File: config.mk
export PLATFORM = sky130hd
export DESIGN_NAME = pft_top
export DESIGN_NICKNAME = d
export VERILOG_FILES = /design/src/rtl/pft_pkg.sv /design/src/rtl/pft_top.sv
export SDC_FILE = /design/constraint.sdc
export NUM_CORES = 1
export LEC_CHECK = 0
export BUFFER_PORTS_ARGS = -buffer_cell sky130_fd_sc_hd__buf_2
export CAP_MARGIN = 20
export CELL_PAD_IN_SITES_DETAIL_PLACEMENT = 0
export CELL_PAD_IN_SITES_GLOBAL_PLACEMENT = 1
export CORE_MARGIN = 3
export CORE_UTILIZATION = 41
export DETAILED_ROUTE_END_ITERATION = 10
export PLACE_DENSITY_LB_ADDON = 0.3
export SLEW_MARGIN = 10
export SYNTH_ARGS = -nofsm -noshare
export SYNTH_HDL_FRONTEND = slang
export SYNTH_SLANG_ARGS = --single-unit
File: constraint.sdc
create_clock -name i_sys_clk -period 3.92 [get_ports i_sys_clk]
set_input_delay 0.392 -clock i_sys_clk [delete_from_list [all_inputs] [get_ports i_sys_clk]]
set_output_delay 0.392 -clock i_sys_clk [all_outputs]
set_load 0.005 [all_outputs]
File: src/rtl/pft_pkg.sv
// constants, enumerations and carriers of the program flash table access unit
// assumes a single 40 MHz system clock and a byte-wide register port
// Overview of operation
// - byte reads, 8-byte programs (one byte to eeprom), 64-byte erases
// - no bulk erase, only row erase
// - stall fetch while programming, timer ends
// - all transfers pass the 8-bit latch
// - table write fills holding register only
// - unlock register unstored, reads as zero
// - bit 7 picks flash or eeprom
// - bit 6 picks configuration space first
// - bit 4 erases row, cleared after
// - bit 2 gates writes, clear at reset
// - bit 3 shows improper write, cleared by reset
// - error set at start, cleared at completion
// - start bit settable only, hardware clears
// - bit 0 reads eeprom, refused otherwise
// - done flag bit 4 set, software clears
// - error keeps space select bits intact
// - 22-bit pointer from three bytes
// - pointer steps touch low 21 bits
// - table read uses all 22 bits
// - bits 2:0 pick holding, 21:3 block
// - erase uses bits 21:6, ignores 5:0
// - four pointer modes per table op
// - holding bytes reset to FFh, FFh unchanged
package pft_pkg;

    localparam int          BUS_AW        = 3;
    localparam logic [2:0]  OFS_CONTROL   = 3'h0;
    localparam logic [2:0]  OFS_UNLOCK    = 3'h1;
    localparam logic [2:0]  OFS_LATCH     = 3'h2;
    localparam logic [2:0]  OFS_PTR_LOW   = 3'h3;
    localparam logic [2:0]  OFS_PTR_HIGH  = 3'h4;
    localparam logic [2:0]  OFS_PTR_UPPER = 3'h5;
    localparam logic [2:0]  OFS_PFLAG_TWO = 3'h6;

    localparam int BIT_PGM_SEL = 7;
    localparam int BIT_CFG_SEL = 6;
    localparam int BIT_ERASE   = 4;
    localparam int BIT_ERROR   = 3;
    localparam int BIT_PROGRAM_WRITE_ENABLE    = 2;
    localparam int BIT_WR      = 1;
    localparam int BIT_RD      = 0;
    localparam int BIT_DONE    = 4;

    localparam logic [7:0] UNLOCK_KEY1 = 8'h55;
    localparam logic [7:0] UNLOCK_KEY2 = 8'hAA;
    localparam logic [7:0] HOLD_RESET  = 8'hFF;
    localparam logic [7:0] LATCH_RESET = 8'h00;

    localparam int PTR_W      = 22;
    localparam int PTR_STEP_W = 21;
    localparam int HOLD_N     = 8;

    localparam int CLK_FREQ_HZ  = 40_000_000;
    localparam int PROG_TIME_US = 2000;
    localparam int PROG_CYCLES  = PROG_TIME_US * (CLK_FREQ_HZ / 1_000_000);

    typedef enum logic [1:0] {
        PM_KEEP    = 2'b00,
        PM_POSTINC = 2'b01,
        PM_POSTDEC = 2'b10,
        PM_PREINC  = 2'b11
    } pft_ptr_mode_e;

    typedef enum logic [1:0] {
        TGT_EEPROM = 2'b00,
        TGT_FLASH  = 2'b01,
        TGT_CONFIG = 2'b10
    } pft_target_e;

    typedef enum logic [1:0] {
        SEQ_IDLE    = 2'b00,
        SEQ_FL_WAIT = 2'b01,
        SEQ_EE_WAIT = 2'b10
    } pft_seq_e;

    typedef struct packed {
        logic              wr;
        logic              rd;
        logic [BUS_AW-1:0] addr;
        logic [7:0]        wdata;
    } pft_bus_req_s;

    typedef struct packed {
        logic              commit;
        logic              erase;
        pft_target_e       target;
        logic [PTR_W-1:0]  addr;
        logic [63:0]       data;
        logic [7:0]        byte_en;
    } pft_prog_s;

endpackage

File: src/rtl/pft_top.sv
// program flash table access unit: latch, pointer, holding bytes, timed sequencer
// assumes memory read data arrive in the same cycle as the read pulse
`timescale 1ns/1ps
`default_nettype none

module pft_top #(
    parameter int P_PROG_CYCLES = pft_pkg::PROG_CYCLES
) (
    input  wire logic                          i_sys_clk,
    input  wire logic                          i_nrst,
    input  wire pft_pkg::pft_bus_req_s         i_bus,
    output logic [7:0]                         o_bus_rdata,
    input  wire logic                          i_tbl_req,
    input  wire logic                          i_tbl_write,
    input  wire pft_pkg::pft_ptr_mode_e        i_tbl_mode,
    output logic                               o_tbl_done,
    output logic                               o_fetch_stall,
    output logic                               o_flash_rd,
    output logic [pft_pkg::PTR_W-1:0]          o_flash_rd_addr,
    input  wire logic [7:0]                    i_flash_rdata,
    output logic                               o_ee_rd,
    output logic [pft_pkg::PTR_W-1:0]          o_ee_rd_addr,
    input  wire logic [7:0]                    i_ee_rdata,
    output pft_pkg::pft_prog_s                 o_prog
);

    typedef struct packed {
        logic                          pgm_sel;
        logic                          cfg_sel;
        logic                          erase_en;
        logic                          err;
        logic                          program_write_enable;
        logic                          wr;
        logic                          rd;
        logic                          key1_seen;
        logic                          armed;
        logic [7:0]                    latch;
        logic [pft_pkg::PTR_W-1:0]     ptr;
        logic [7:0][7:0]               hold;
        logic                          done_flag;
        logic                          busy;
        logic [31:0]                   cnt;
        pft_pkg::pft_seq_e             seq;
        logic [7:0]                    rdata;
        logic                          tbl_done;
        logic                          flash_rd;
        logic [pft_pkg::PTR_W-1:0]     flash_addr;
        logic                          ee_rd;
        pft_pkg::pft_prog_s            prog;
    } pft_state_s;

    pft_state_s s_r;
    pft_state_s s_nxt;

    logic [pft_pkg::PTR_STEP_W-1:0] low_pre;
    logic [pft_pkg::PTR_STEP_W-1:0] low_post;
    logic [pft_pkg::PTR_W-1:0]      eff_addr;
    pft_pkg::pft_target_e           tgt;
    logic                           start_try;
    logic                           rd_try;

    always_comb
    begin
        s_nxt = s_r;
        s_nxt.tbl_done = 1'b0;
        s_nxt.flash_rd = 1'b0;
        s_nxt.ee_rd = 1'b0;
        s_nxt.prog.commit = 1'b0;
        s_nxt.rdata = 8'h00;
        start_try = 1'b0;
        rd_try = 1'b0;
        tgt = pft_pkg::TGT_EEPROM;
        low_pre = s_r.ptr[pft_pkg::PTR_STEP_W-1:0];
        low_post = s_r.ptr[pft_pkg::PTR_STEP_W-1:0];
        eff_addr = s_r.ptr;

        if (i_bus.rd)
        begin
            case (i_bus.addr)
                pft_pkg::OFS_CONTROL:
                begin
                    s_nxt.rdata = {s_r.pgm_sel, s_r.cfg_sel, 1'b0, s_r.erase_en,
                                   s_r.err, s_r.program_write_enable, s_r.wr, s_r.rd};
                end
                pft_pkg::OFS_UNLOCK:    s_nxt.rdata = 8'h00;
                pft_pkg::OFS_LATCH:     s_nxt.rdata = s_r.latch;
                pft_pkg::OFS_PTR_LOW:   s_nxt.rdata = s_r.ptr[7:0];
                pft_pkg::OFS_PTR_HIGH:  s_nxt.rdata = s_r.ptr[15:8];
                pft_pkg::OFS_PTR_UPPER: s_nxt.rdata = {2'b00, s_r.ptr[21:16]};
                pft_pkg::OFS_PFLAG_TWO: s_nxt.rdata = {3'b000, s_r.done_flag, 4'b0000};
                default:                s_nxt.rdata = 8'h00;
            endcase
        end

        if (i_bus.wr)
        begin
            case (i_bus.addr)
                pft_pkg::OFS_CONTROL:
                begin
                    // control is frozen while a timed cycle runs
                    if (!s_r.busy)
                    begin
                        s_nxt.pgm_sel = i_bus.wdata[pft_pkg::BIT_PGM_SEL];
                        s_nxt.cfg_sel = i_bus.wdata[pft_pkg::BIT_CFG_SEL];
                        s_nxt.erase_en = i_bus.wdata[pft_pkg::BIT_ERASE];
                        s_nxt.err = i_bus.wdata[pft_pkg::BIT_ERROR];
                        s_nxt.program_write_enable = i_bus.wdata[pft_pkg::BIT_PROGRAM_WRITE_ENABLE];
                        start_try = i_bus.wdata[pft_pkg::BIT_WR];
                        rd_try = i_bus.wdata[pft_pkg::BIT_RD] && !start_try;
                    end
                end
                pft_pkg::OFS_UNLOCK:
                begin
                    // any stray byte breaks the sequence
                    s_nxt.key1_seen = (i_bus.wdata == pft_pkg::UNLOCK_KEY1);
                    s_nxt.armed = s_r.key1_seen && (i_bus.wdata == pft_pkg::UNLOCK_KEY2);
                end
                pft_pkg::OFS_LATCH:     s_nxt.latch = i_bus.wdata;
                pft_pkg::OFS_PTR_LOW:   s_nxt.ptr[7:0] = i_bus.wdata;
                pft_pkg::OFS_PTR_HIGH:  s_nxt.ptr[15:8] = i_bus.wdata;
                pft_pkg::OFS_PTR_UPPER: s_nxt.ptr[21:16] = i_bus.wdata[5:0];
                pft_pkg::OFS_PFLAG_TWO: s_nxt.done_flag = i_bus.wdata[pft_pkg::BIT_DONE];
                default:                s_nxt.done_flag = s_nxt.done_flag;
            endcase
        end

        // space select: configuration wins over program/eeprom choice
        if (s_nxt.cfg_sel)
        begin
            tgt = pft_pkg::TGT_CONFIG;
        end
        else if (s_nxt.pgm_sel)
        begin
            tgt = pft_pkg::TGT_FLASH;
        end
        else
        begin
            tgt = pft_pkg::TGT_EEPROM;
        end

        if (start_try)
        begin
            s_nxt.armed = 1'b0;
            s_nxt.key1_seen = 1'b0;
            s_nxt.err = 1'b1;
            if (s_nxt.program_write_enable && s_r.armed)
            begin
                s_nxt.wr = 1'b1;
                s_nxt.busy = 1'b1;
                s_nxt.cnt = 32'(P_PROG_CYCLES - 1);
                s_nxt.prog.target = tgt;
                // only a row erase exists, and only on the flash array
                s_nxt.prog.erase = s_nxt.erase_en && (tgt == pft_pkg::TGT_FLASH);
                if (s_nxt.prog.erase)
                begin
                    s_nxt.prog.addr = {s_nxt.ptr[21:6], 6'b00_0000};
                    s_nxt.prog.data = {8{pft_pkg::HOLD_RESET}};
                    s_nxt.prog.byte_en = 8'h00;
                end
                else if (tgt == pft_pkg::TGT_EEPROM)
                begin
                    s_nxt.prog.addr = s_nxt.ptr;
                    s_nxt.prog.data = {{7{pft_pkg::HOLD_RESET}}, s_nxt.latch};
                    s_nxt.prog.byte_en = 8'h01;
                end
                else
                begin
                    s_nxt.prog.addr = {s_nxt.ptr[21:3], 3'b000};
                    s_nxt.prog.data = s_r.hold;
                    for (int i = 0; i < pft_pkg::HOLD_N; i++)
                    begin
                        s_nxt.prog.byte_en[i] = (s_r.hold[i] != pft_pkg::HOLD_RESET);
                    end
                end
            end
        end

        // eeprom read refused for program or configuration space
        if (rd_try && !s_nxt.pgm_sel && !s_nxt.cfg_sel && s_r.seq == pft_pkg::SEQ_IDLE)
        begin
            s_nxt.rd = 1'b1;
            s_nxt.ee_rd = 1'b1;
            s_nxt.flash_addr = s_nxt.ptr;
            s_nxt.seq = pft_pkg::SEQ_EE_WAIT;
        end

        // end of the timed cycle; sel bits are never touched here
        if (s_r.busy)
        begin
            if (s_r.cnt == 32'h0000_0000)
            begin
                s_nxt.busy = 1'b0;
                s_nxt.wr = 1'b0;
                s_nxt.err = 1'b0;
                s_nxt.prog.commit = 1'b1;
                s_nxt.done_flag = 1'b1;
                if (s_r.prog.erase)
                begin
                    s_nxt.erase_en = 1'b0;
                end
                s_nxt.hold = {pft_pkg::HOLD_N{pft_pkg::HOLD_RESET}};
            end
            else
            begin
                s_nxt.cnt = s_r.cnt - 32'h0000_0001;
            end
        end

        case (s_r.seq)
            pft_pkg::SEQ_IDLE:
            begin
                // table ops need the array, so they wait out a timed cycle
                if (i_tbl_req && !s_r.busy && s_nxt.seq == pft_pkg::SEQ_IDLE)
                begin
                    if (i_tbl_mode == pft_pkg::PM_PREINC)
                    begin
                        low_pre = s_nxt.ptr[pft_pkg::PTR_STEP_W-1:0] + 21'h00_0001;
                    end
                    else
                    begin
                        low_pre = s_nxt.ptr[pft_pkg::PTR_STEP_W-1:0];
                    end
                    eff_addr = {s_nxt.ptr[21], low_pre};
                    case (i_tbl_mode)
                        pft_pkg::PM_POSTINC: low_post = low_pre + 21'h00_0001;
                        pft_pkg::PM_POSTDEC: low_post = low_pre - 21'h00_0001;
                        default:             low_post = low_pre;
                    endcase
                    s_nxt.ptr = {s_nxt.ptr[21], low_post};
                    if (i_tbl_write)
                    begin
                        s_nxt.hold[eff_addr[2:0]] = s_nxt.latch;
                        s_nxt.tbl_done = 1'b1;
                    end
                    else
                    begin
                        s_nxt.flash_rd = 1'b1;
                        s_nxt.flash_addr = eff_addr;
                        s_nxt.seq = pft_pkg::SEQ_FL_WAIT;
                    end
                end
            end
            pft_pkg::SEQ_FL_WAIT:
            begin
                s_nxt.latch = i_flash_rdata;
                s_nxt.tbl_done = 1'b1;
                s_nxt.seq = pft_pkg::SEQ_IDLE;
            end
            pft_pkg::SEQ_EE_WAIT:
            begin
                s_nxt.latch = i_ee_rdata;
                s_nxt.rd = 1'b0;
                s_nxt.seq = pft_pkg::SEQ_IDLE;
            end
            default:
            begin
                s_nxt.seq = pft_pkg::SEQ_IDLE;
            end
        endcase
    end

    always_ff @(posedge i_sys_clk or negedge i_nrst)
    begin
        if (!i_nrst)
        begin
            s_r <= '0;
            s_r.latch <= pft_pkg::LATCH_RESET;
            s_r.hold <= {pft_pkg::HOLD_N{pft_pkg::HOLD_RESET}};
            s_r.seq <= pft_pkg::SEQ_IDLE;
            s_r.prog.target <= pft_pkg::TGT_EEPROM;
            s_r.prog.data <= {8{pft_pkg::HOLD_RESET}};
        end
        else
        begin
            s_r <= s_nxt;
        end
    end

    assign o_bus_rdata = s_r.rdata;
    assign o_tbl_done = s_r.tbl_done;
    assign o_fetch_stall = s_r.busy;
    assign o_flash_rd = s_r.flash_rd;
    assign o_flash_rd_addr = s_r.flash_addr;
    assign o_ee_rd = s_r.ee_rd;
    assign o_ee_rd_addr = s_r.flash_addr;
    assign o_prog = s_r.prog;

endmodule

`default_nettype wire

==> results of run 1 <==
-- power breakdown --
part,internal (mW),switching (mW)
clock,1.82,1.20
combinational,0.459,0.653
sequential,2.85,0.0618
total,5.13,1.92
-- cell usage after synthesis (all sizes together) (8+ instances only) --
master,instances
nor2,108
a21oi,123
nand2,117
nand4,21
xor2,15
a221oi,19
o21ai,94
nand2b,14
inv,32
a211oi,8
a31oi,12
o211ai,9
dfrtp,142
buf,164
xnor2,35
mux2,12
nand3,20
nor4,10
ha,31
dfstp,128
nor2b,8
mux2i,46
o22a,58
clkbuf,61
a21o,11
nor3,82
-- sequential cells by signal (all words and copies together) (netlist names) --
signal,cells
o_fetch_stall,1
s_r,138
o_ee_rd,1
o_bus_rdata,8
o_prog,98
o_tbl_done,1
o_flash_rd,1
o_ee_rd_addr,22
-- what timing repair did --
item	4_1_cts	5_1_grt
resized for setup	0	5
endpoints found under the setup margin	0	3
hold endpoints to repair	34	0
hold buffers	1	0
-- final timing paths --
| check | from | to | slack, ps | depth (start not counted) |
|---|---|---|---|---|
| min in group asynchronous | i_nrst | s_r[145]$_DFF_PN0_ | 500 | 2 |
| min reg2reg | o_prog[73]$_DFFE_PN0P_ | o_prog[73]$_DFFE_PN0P_ | 470 | 2 |
| max in group asynchronous | i_nrst | s_r[251]$_DFF_PN0_ | 2480 | 3 |
| max reg2reg | s_r[232]$_DFF_PN0_ | s_r[251]$_DFF_PN0_ | 250 | 16 |
| max | s_r[232]$_DFF_PN0_ | s_r[251]$_DFF_PN0_ | 250 | 16 |
| min | i_tbl_write | o_tbl_done$_DFF_PN0_ | 110 | 2 |
-- cells by family after synthesis --
family	Yosys count	share of synthesized area (%)
XOR/XNOR	50	3.05
multiplexers	59	4.30
AND/OR/NAND/NOR	425	14.1
adder cells (fa/ha/maj)	32	2.84
AO/OA/AOI/OAI	380	16.8
flip-flops	270	48.1
buffers and inverters	257	10.7
-- layout by cell type (no fill, tap or decap), types with 8 or more instances in the layout --
cell type	n
a221oi_1	17
a21o_1	11
o21ai_0	92
nand3_1	20
ha_1	31
mux2i_1	45
dfrtp_1	142
xnor2_1	34
nand2_1	117
xor2_1	15
nor2_1	106
clkbuf_16	32
a21oi_1	122
nand2b_1	12
mux2_2	10
buf_4	145
dfstp_2	128
nand4_1	21
o211ai_1	8
nor2b_1	8
o22a_1	58
a211oi_1	8
inv_1	32
nor3_1	80
a31oi_1	12
buf_2	187
-- layout make-up --
cell class / instances / area [µm²]
clock inverters: 15 / 219
repair buffers: 337 / 2110
inverters: 32 / 120
multi-input cells: 946 / 6030
fillers: 3214 / 17200
flip-flops and latches: 270 / 6920
clock buffers: 40 / 861
well taps: 448 / 561
-- worst register-to-register path, cell delays in order (launching register included) --
cell,delay [ps]
dfrtp_1,380
mux2_4,180
ha_1,170
nand2_1,90
nand4bb_4,240
or3_1,380
nand2b_4,170
nor3_1,250
xnor2_1,230
ha_1,320
nor4_2,160
a31oi_1,70
o21a_1,140
o2bb2ai_1,160
or4_1,420
o211ai_2,80
xnor2_1,90
-- layer usage --
layer  up-vias  wire, µm  global-route usage [%]
li1       5398         -                       -
met1      5749     20100                    32.4
met2       270     19500                    35.2
met3        41      1990                    3.18
met4         2       597                    3.67
met5         -        13                       0
-- stage by stage --
stage	util (%)	setup slack, ps	TNS, ps
after global routing	49.4	2.67	0
final	49.4	250	0
after detailed placement	46.1	-419	-1610
after floorplan	-	-27.3	-27.3
after global placement	46.1	-415	-1120
after CTS	49.3	142	0
==> flow_summary_export.csv, run 1 <==
group,metric,value,unit
worst_setup_path,crit_family,"simple AND/OR/NAND/NOR gates",
timing,finalSetupViolations,0,
timing,hold_viol_final,0,
worst_setup_path,critPathMaxFanout,4,
detailed_routing,drt_iter0_markers,780,
timing,slew_headroom,36.6,%
synthesis,yosysTopAreaCellShare,24.7,%
clocking,worstSkewPairLatency,570,ps
finish,syn2layout_area_growth,17.0,%
worst_setup_path,endpoint_kind,"register",
synthesis,netlist_top_cells_area,"dfrtp_1, dfstp_2, buf_4, a21oi_1, o22a_1",
floorplan,pin_count,189,
timing,worstMarginPinSlew,948,ps
synthesis,synth.largest_area_cell,"dfrtp_1",
flow_run,cap_violations,0,
global_routing,grt_max_degree,111,
timing,max_freq,272,MHz
placed_design,dp_hpwl,30400,µm
placed_design,placed_area,0.0157,mm²
synthesis,ys_ff_latch,270,
synthesis,syn-num-nets,1540,
clocking,numCtsBuffers,30,
clocking,cts_buffer_depth,3,
detailed_routing,viasPerCell,5.49,
floorplan,die-area,0.0373,mm²
floorplan,die-width,193,µm
finish,diodes,0,
power_and_ir_drop,p_per_area,419,mW/mm²
finish,postLayoutCellArea,0.0168,mm²
worst_setup_path,critPathMaxStageDelay,420,ps
power_and_ir_drop,total_power,7.05,mW
floorplan,row_count,67,
detailed_routing,wl,42200,µm
finish,final_cells,2088,
power_and_ir_drop,vdd_drop_max,0.330,mV
global_routing,grtUsageTotal,22.0,%
global_routing,grt_pass1_wl,66400,µm
power_and_ir_drop,p_leak,7.69,nW
synthesis,synthCells,1473,
clocking,cts_tree,"yes",
timing,rsz0062_at_grt,"no",
synthesis,synth_area,0.0144,mm²
timing,whs,111,ps
detailed_routing,drtAntennaViolNets,0,
global_routing,grt_pass1_vias,11100,
floorplan,design.core.area,0.0340,mm²
synthesis,synthArstFlopShare,100,%
synthesis,ys_types,68,
placed_design,place_congestion,0.895,
global_routing,antenna_found_initial,2,
placed_design,io_buffer_count,188,
worst_setup_path,cp_slowest_cell,"or4_1",
worst_setup_path,path_cells,"mux2_4 -> ha_1 -> nand2_1 -> nand4bb_4 -> or3_1 -> nand2b_4 -> nor3_1 -> xnor2_1 -> ha_1 -> nor4_2 -> a31oi_1 -> o21a_1 -> o2bb2ai_1 -> or4_1 -> o211ai_2 -> xnor2_1",
global_routing,grt_overflow,0,
detailed_routing,vias,11500,
timing,layout_min_cycle_time,3670,ps
placed_design,place_inst,2031,
run_status,outcome,"complete, no violations",
worst_setup_path,arrival,4090,ps
min_path,hp-class,"input port to register",
worst_setup_path,required,4340,ps
synthesis,synth_enable_flop_cells,0,
floorplan,fp.dieH,193,µm
timing,finalCritPeriodShare,93.6,%
clocking,cts_root_buffer,"clkbuf_16",
clocking,clk_pin_slew,60,ps
timing,slew_violations,0,
floorplan,start_util,42.2,%
detailed_routing,firstDrtPassIters,5,
synthesis,yosys_warnings,0,
clocking,cts_setup_buffers,0,
clocking,cts.sinks,270,
finish,nets,1684,
detailed_routing,drc,0,
worst_setup_path,start_kind,"register",
worst_setup_path,path_buf_inv,0,
detailed_routing,wl_per_cell,20.2,µm
worst_setup_path,path_class,"register to register",
timing,clock_skew,13.9,ps
synthesis,seq_area_frac_synth,48.1,%
clocking,htree_levels,1,
synthesis,synthFlopType,"dfrtp_1",
finish,drive_gt1_share,33.5,%
synthesis,postSynthAreaPerCell,9.76,µm²
Power figures use the tool's default switching activity.
==> run 2, diff against run 1 <==
--- a/config.mk
+++ b/config.mk
@@ -12,7 +12,7 @@
 export CORE_MARGIN = 3
 export CORE_UTILIZATION = 41
 export DETAILED_ROUTE_END_ITERATION = 10
-export PLACE_DENSITY_LB_ADDON = 0.3
+export PLACE_DENSITY = 0.88
 export SLEW_MARGIN = 10
 export SYNTH_ARGS = -nofsm -noshare
 export SYNTH_HDL_FRONTEND = slang
==> run 2 against run 1 <==
Critical path depth up 6. Final cell count down 0.29%. Non-clock buffer count down 9. Critical path type is now input port to register. Largest cell class unchanged.
==> flow_summary_export.csv, run 2 (synthesized netlist as in run 1, its figures left out) <==
group,metric,value,unit
run_status,outcome,"complete, no violations",
worst_setup_path,ff2ff_setup_slack,280,ps
clocking,htree_levels,1,
floorplan,fp.dieH,193,µm
detailed_routing,firstDrtPassIters,5,
timing,finalSetupViolations,0,
flow_run,cap_violations,0,
global_routing,grt_max_degree,113,
floorplan,design.core.area,0.0340,mm²
worst_setup_path,critPathMaxFanout,4,
worst_setup_path,arrival,4100,ps
global_routing,grtUsageTotal,20.9,%
finish,largest_register_ffs,138,
global_routing,antenna_found_initial,6,
finish,multi_input_area,0.00602,mm²
power_and_ir_drop,vdd_drop_max,0.368,mV
finish,layout_commonest_cell,"buf_2",
global_routing,grt_pass1_vias,11600,
power_and_ir_drop,p_per_area,407,mW/mm²
timing,layout_min_cycle_time,3690,ps
clocking,cts_buffer_depth,3,
power_and_ir_drop,total_power,6.76,mW
clocking,cts_root_buffer,"clkbuf_16",
finish,layout_common_cells,"buf_2, dfrtp_1, buf_4, dfstp_2, a21oi_1",
timing,worstMarginPinSlew,1020,ps
placed_design,dp_hpwl,29300,µm
worst_setup_path,required,4330,ps
worst_setup_path,crit_end,"s_r[248]$_DFF_PN0_",
min_path,hp-class,"input port to register",
detailed_routing,drtAntennaViolNets,0,
detailed_routing,vias,11600,
timing,finalCritPeriodShare,94.2,%
worst_setup_path,startpoint,"i_bus[10]",
power_and_ir_drop,p_leak,7.60,nW
finish,postLayoutCellArea,0.0166,mm²
placed_design,place_congestion,0.933,
worst_setup_path,worst_r2r_endpoint,"s_r[248]$_DFF_PN0_",
finish,seq_area,0.00692,mm²
global_routing,grt_pass1_wl,63900,µm
detailed_routing,viasPerCell,5.56,
timing,slew_headroom,32.0,%
floorplan,start_util,42.2,%
finish,top_register,"s_r",
timing,timing.setup.tns,0,ps
timing,whs,105,ps
timing,hold_viol_final,0,
placed_design,pre_cts_slack,-356,ps
clocking,cts_tree,"yes",
clocking,cts.sinks,270,
clocking,worstSkewPairLatency,560,ps
timing,slew_violations,0,
placed_design,io_buffer_count,188,
worst_setup_path,start_kind,"input port",
clocking,clk_pin_slew,60,ps
floorplan,row_count,67,
timing,rsz0062_at_grt,"no",
placed_design,placed_area,0.0156,mm²
finish,fillCellCount,3200,
finish,syn2layout_area_growth,15.7,%
timing,max_freq,271,MHz
worst_setup_path,endpoint_kind,"register",
floorplan,pin_count,189,
floorplan,die-area,0.0373,mm²
detailed_routing,drt_iter0_markers,861,
finish,drive_gt1_share,32.9,%
detailed_routing,wl,40500,µm
clocking,numCtsBuffers,29,
finish,nets,1674,
worst_setup_path,rr_startpoint,"s_r[231]$_DFF_PN0_",
global_routing,grt_overflow,0,
min_path,hold_depth,2,
worst_setup_path,reg2reg_depth,19,
floorplan,die-width,193,µm
worst_setup_path,path_class,"input port to register",
timing,fin_ws,228,ps
timing,clock_skew,11.7,ps
detailed_routing,drc,0,
detailed_routing,wl_per_cell,19.5,µm
==> run 2: per-stage QoR <==
step | cells | util, %
finish | 2082 | 48.9
global route | 2082 | 48.9
CTS | 2078 | 48.8
detailed placement | 2023 | 45.9
global placement | 2023 | 45.9
floorplan | 1473 | -
==> run 2: timing repair <==
action / CTS / global route
setup endpoints to repair: 0 / 3
hold buffers: 1 / 0
setup buffers: 0 / 0
gates resized for setup: 0 / 5
hold endpoints to repair: 50 / 0
==> run 2: per-layer routing <==
metal | up-vias | part of all wire [%] | global-route usage, % | wire length [µm]
met2 | 358 | 48 | 35.2 | 19500
met5 | - | 0.062 | 0 | 25
met3 | 79 | 6.9 | 3.70 | 2780
li1 | 5390 | - | - | -
met4 | 4 | 3.3 | 7.10 | 1320
met1 | 5735 | 42 | 27.4 | 16900
==> run 2: how the worst min path moves through the flow <==
stage | startpoint | endpoint
final | i_bus[11] | o_bus_rdata[7]$_DFF_PN0_
after global routing | i_bus[11] | o_bus_rdata[7]$_DFF_PN0_
after CTS | i_tbl_write | o_tbl_done$_DFF_PN0_
after detailed placement | o_prog[73]$_DFFE_PN0P_ | o_prog[73]$_DFFE_PN0P_
after global placement | o_prog[86]$_DFFE_PN0P_ | o_prog[86]$_DFFE_PN0P_
after floorplan | i_nrst | o_bus_rdata[0]$_DFF_PN0_
==> run 2: final cells by class <==
type / count / area share [%]
flip-flops and latches: 270 / 41.6
multi-input cells: 946 / 36.2
repair buffers: 328 / 12.3
clock buffers: 44 / 5.25
well taps: 448 / 3.37
inverters: 32 / 0.722
clock inverters: 10 / 0.564
diodes: 4 / 0.0602
==> run 2: critical path: stages <==
cell and delay, ps:
buf_2 130, nand4b_1 200, buf_4 190, mux2i_4 180
inv_1 60, ha_1 170, nand2_1 70, nand4bb_4 240
or3_1 400, nand2b_4 170, nor2_2 120, xnor2_2 160
ha_1 280, a21o_1 180, a21o_1 190, a21oi_2 160
nor2_1 80, a221oi_2 250, buf_4 170, nand2b_1 60
xnor2_1 140, a21boi_0 90
==> run 2: where the power goes <==
part	switching, mW	total (mW)	internal (mW)	leakage, nW
Sequential	0.0580	2.91	2.85	3.11
Combinational	0.633	1.10	0.462	4.01
Clock	1.15	2.76	1.61	0.480
Total	1.84	6.76	4.92	7.60
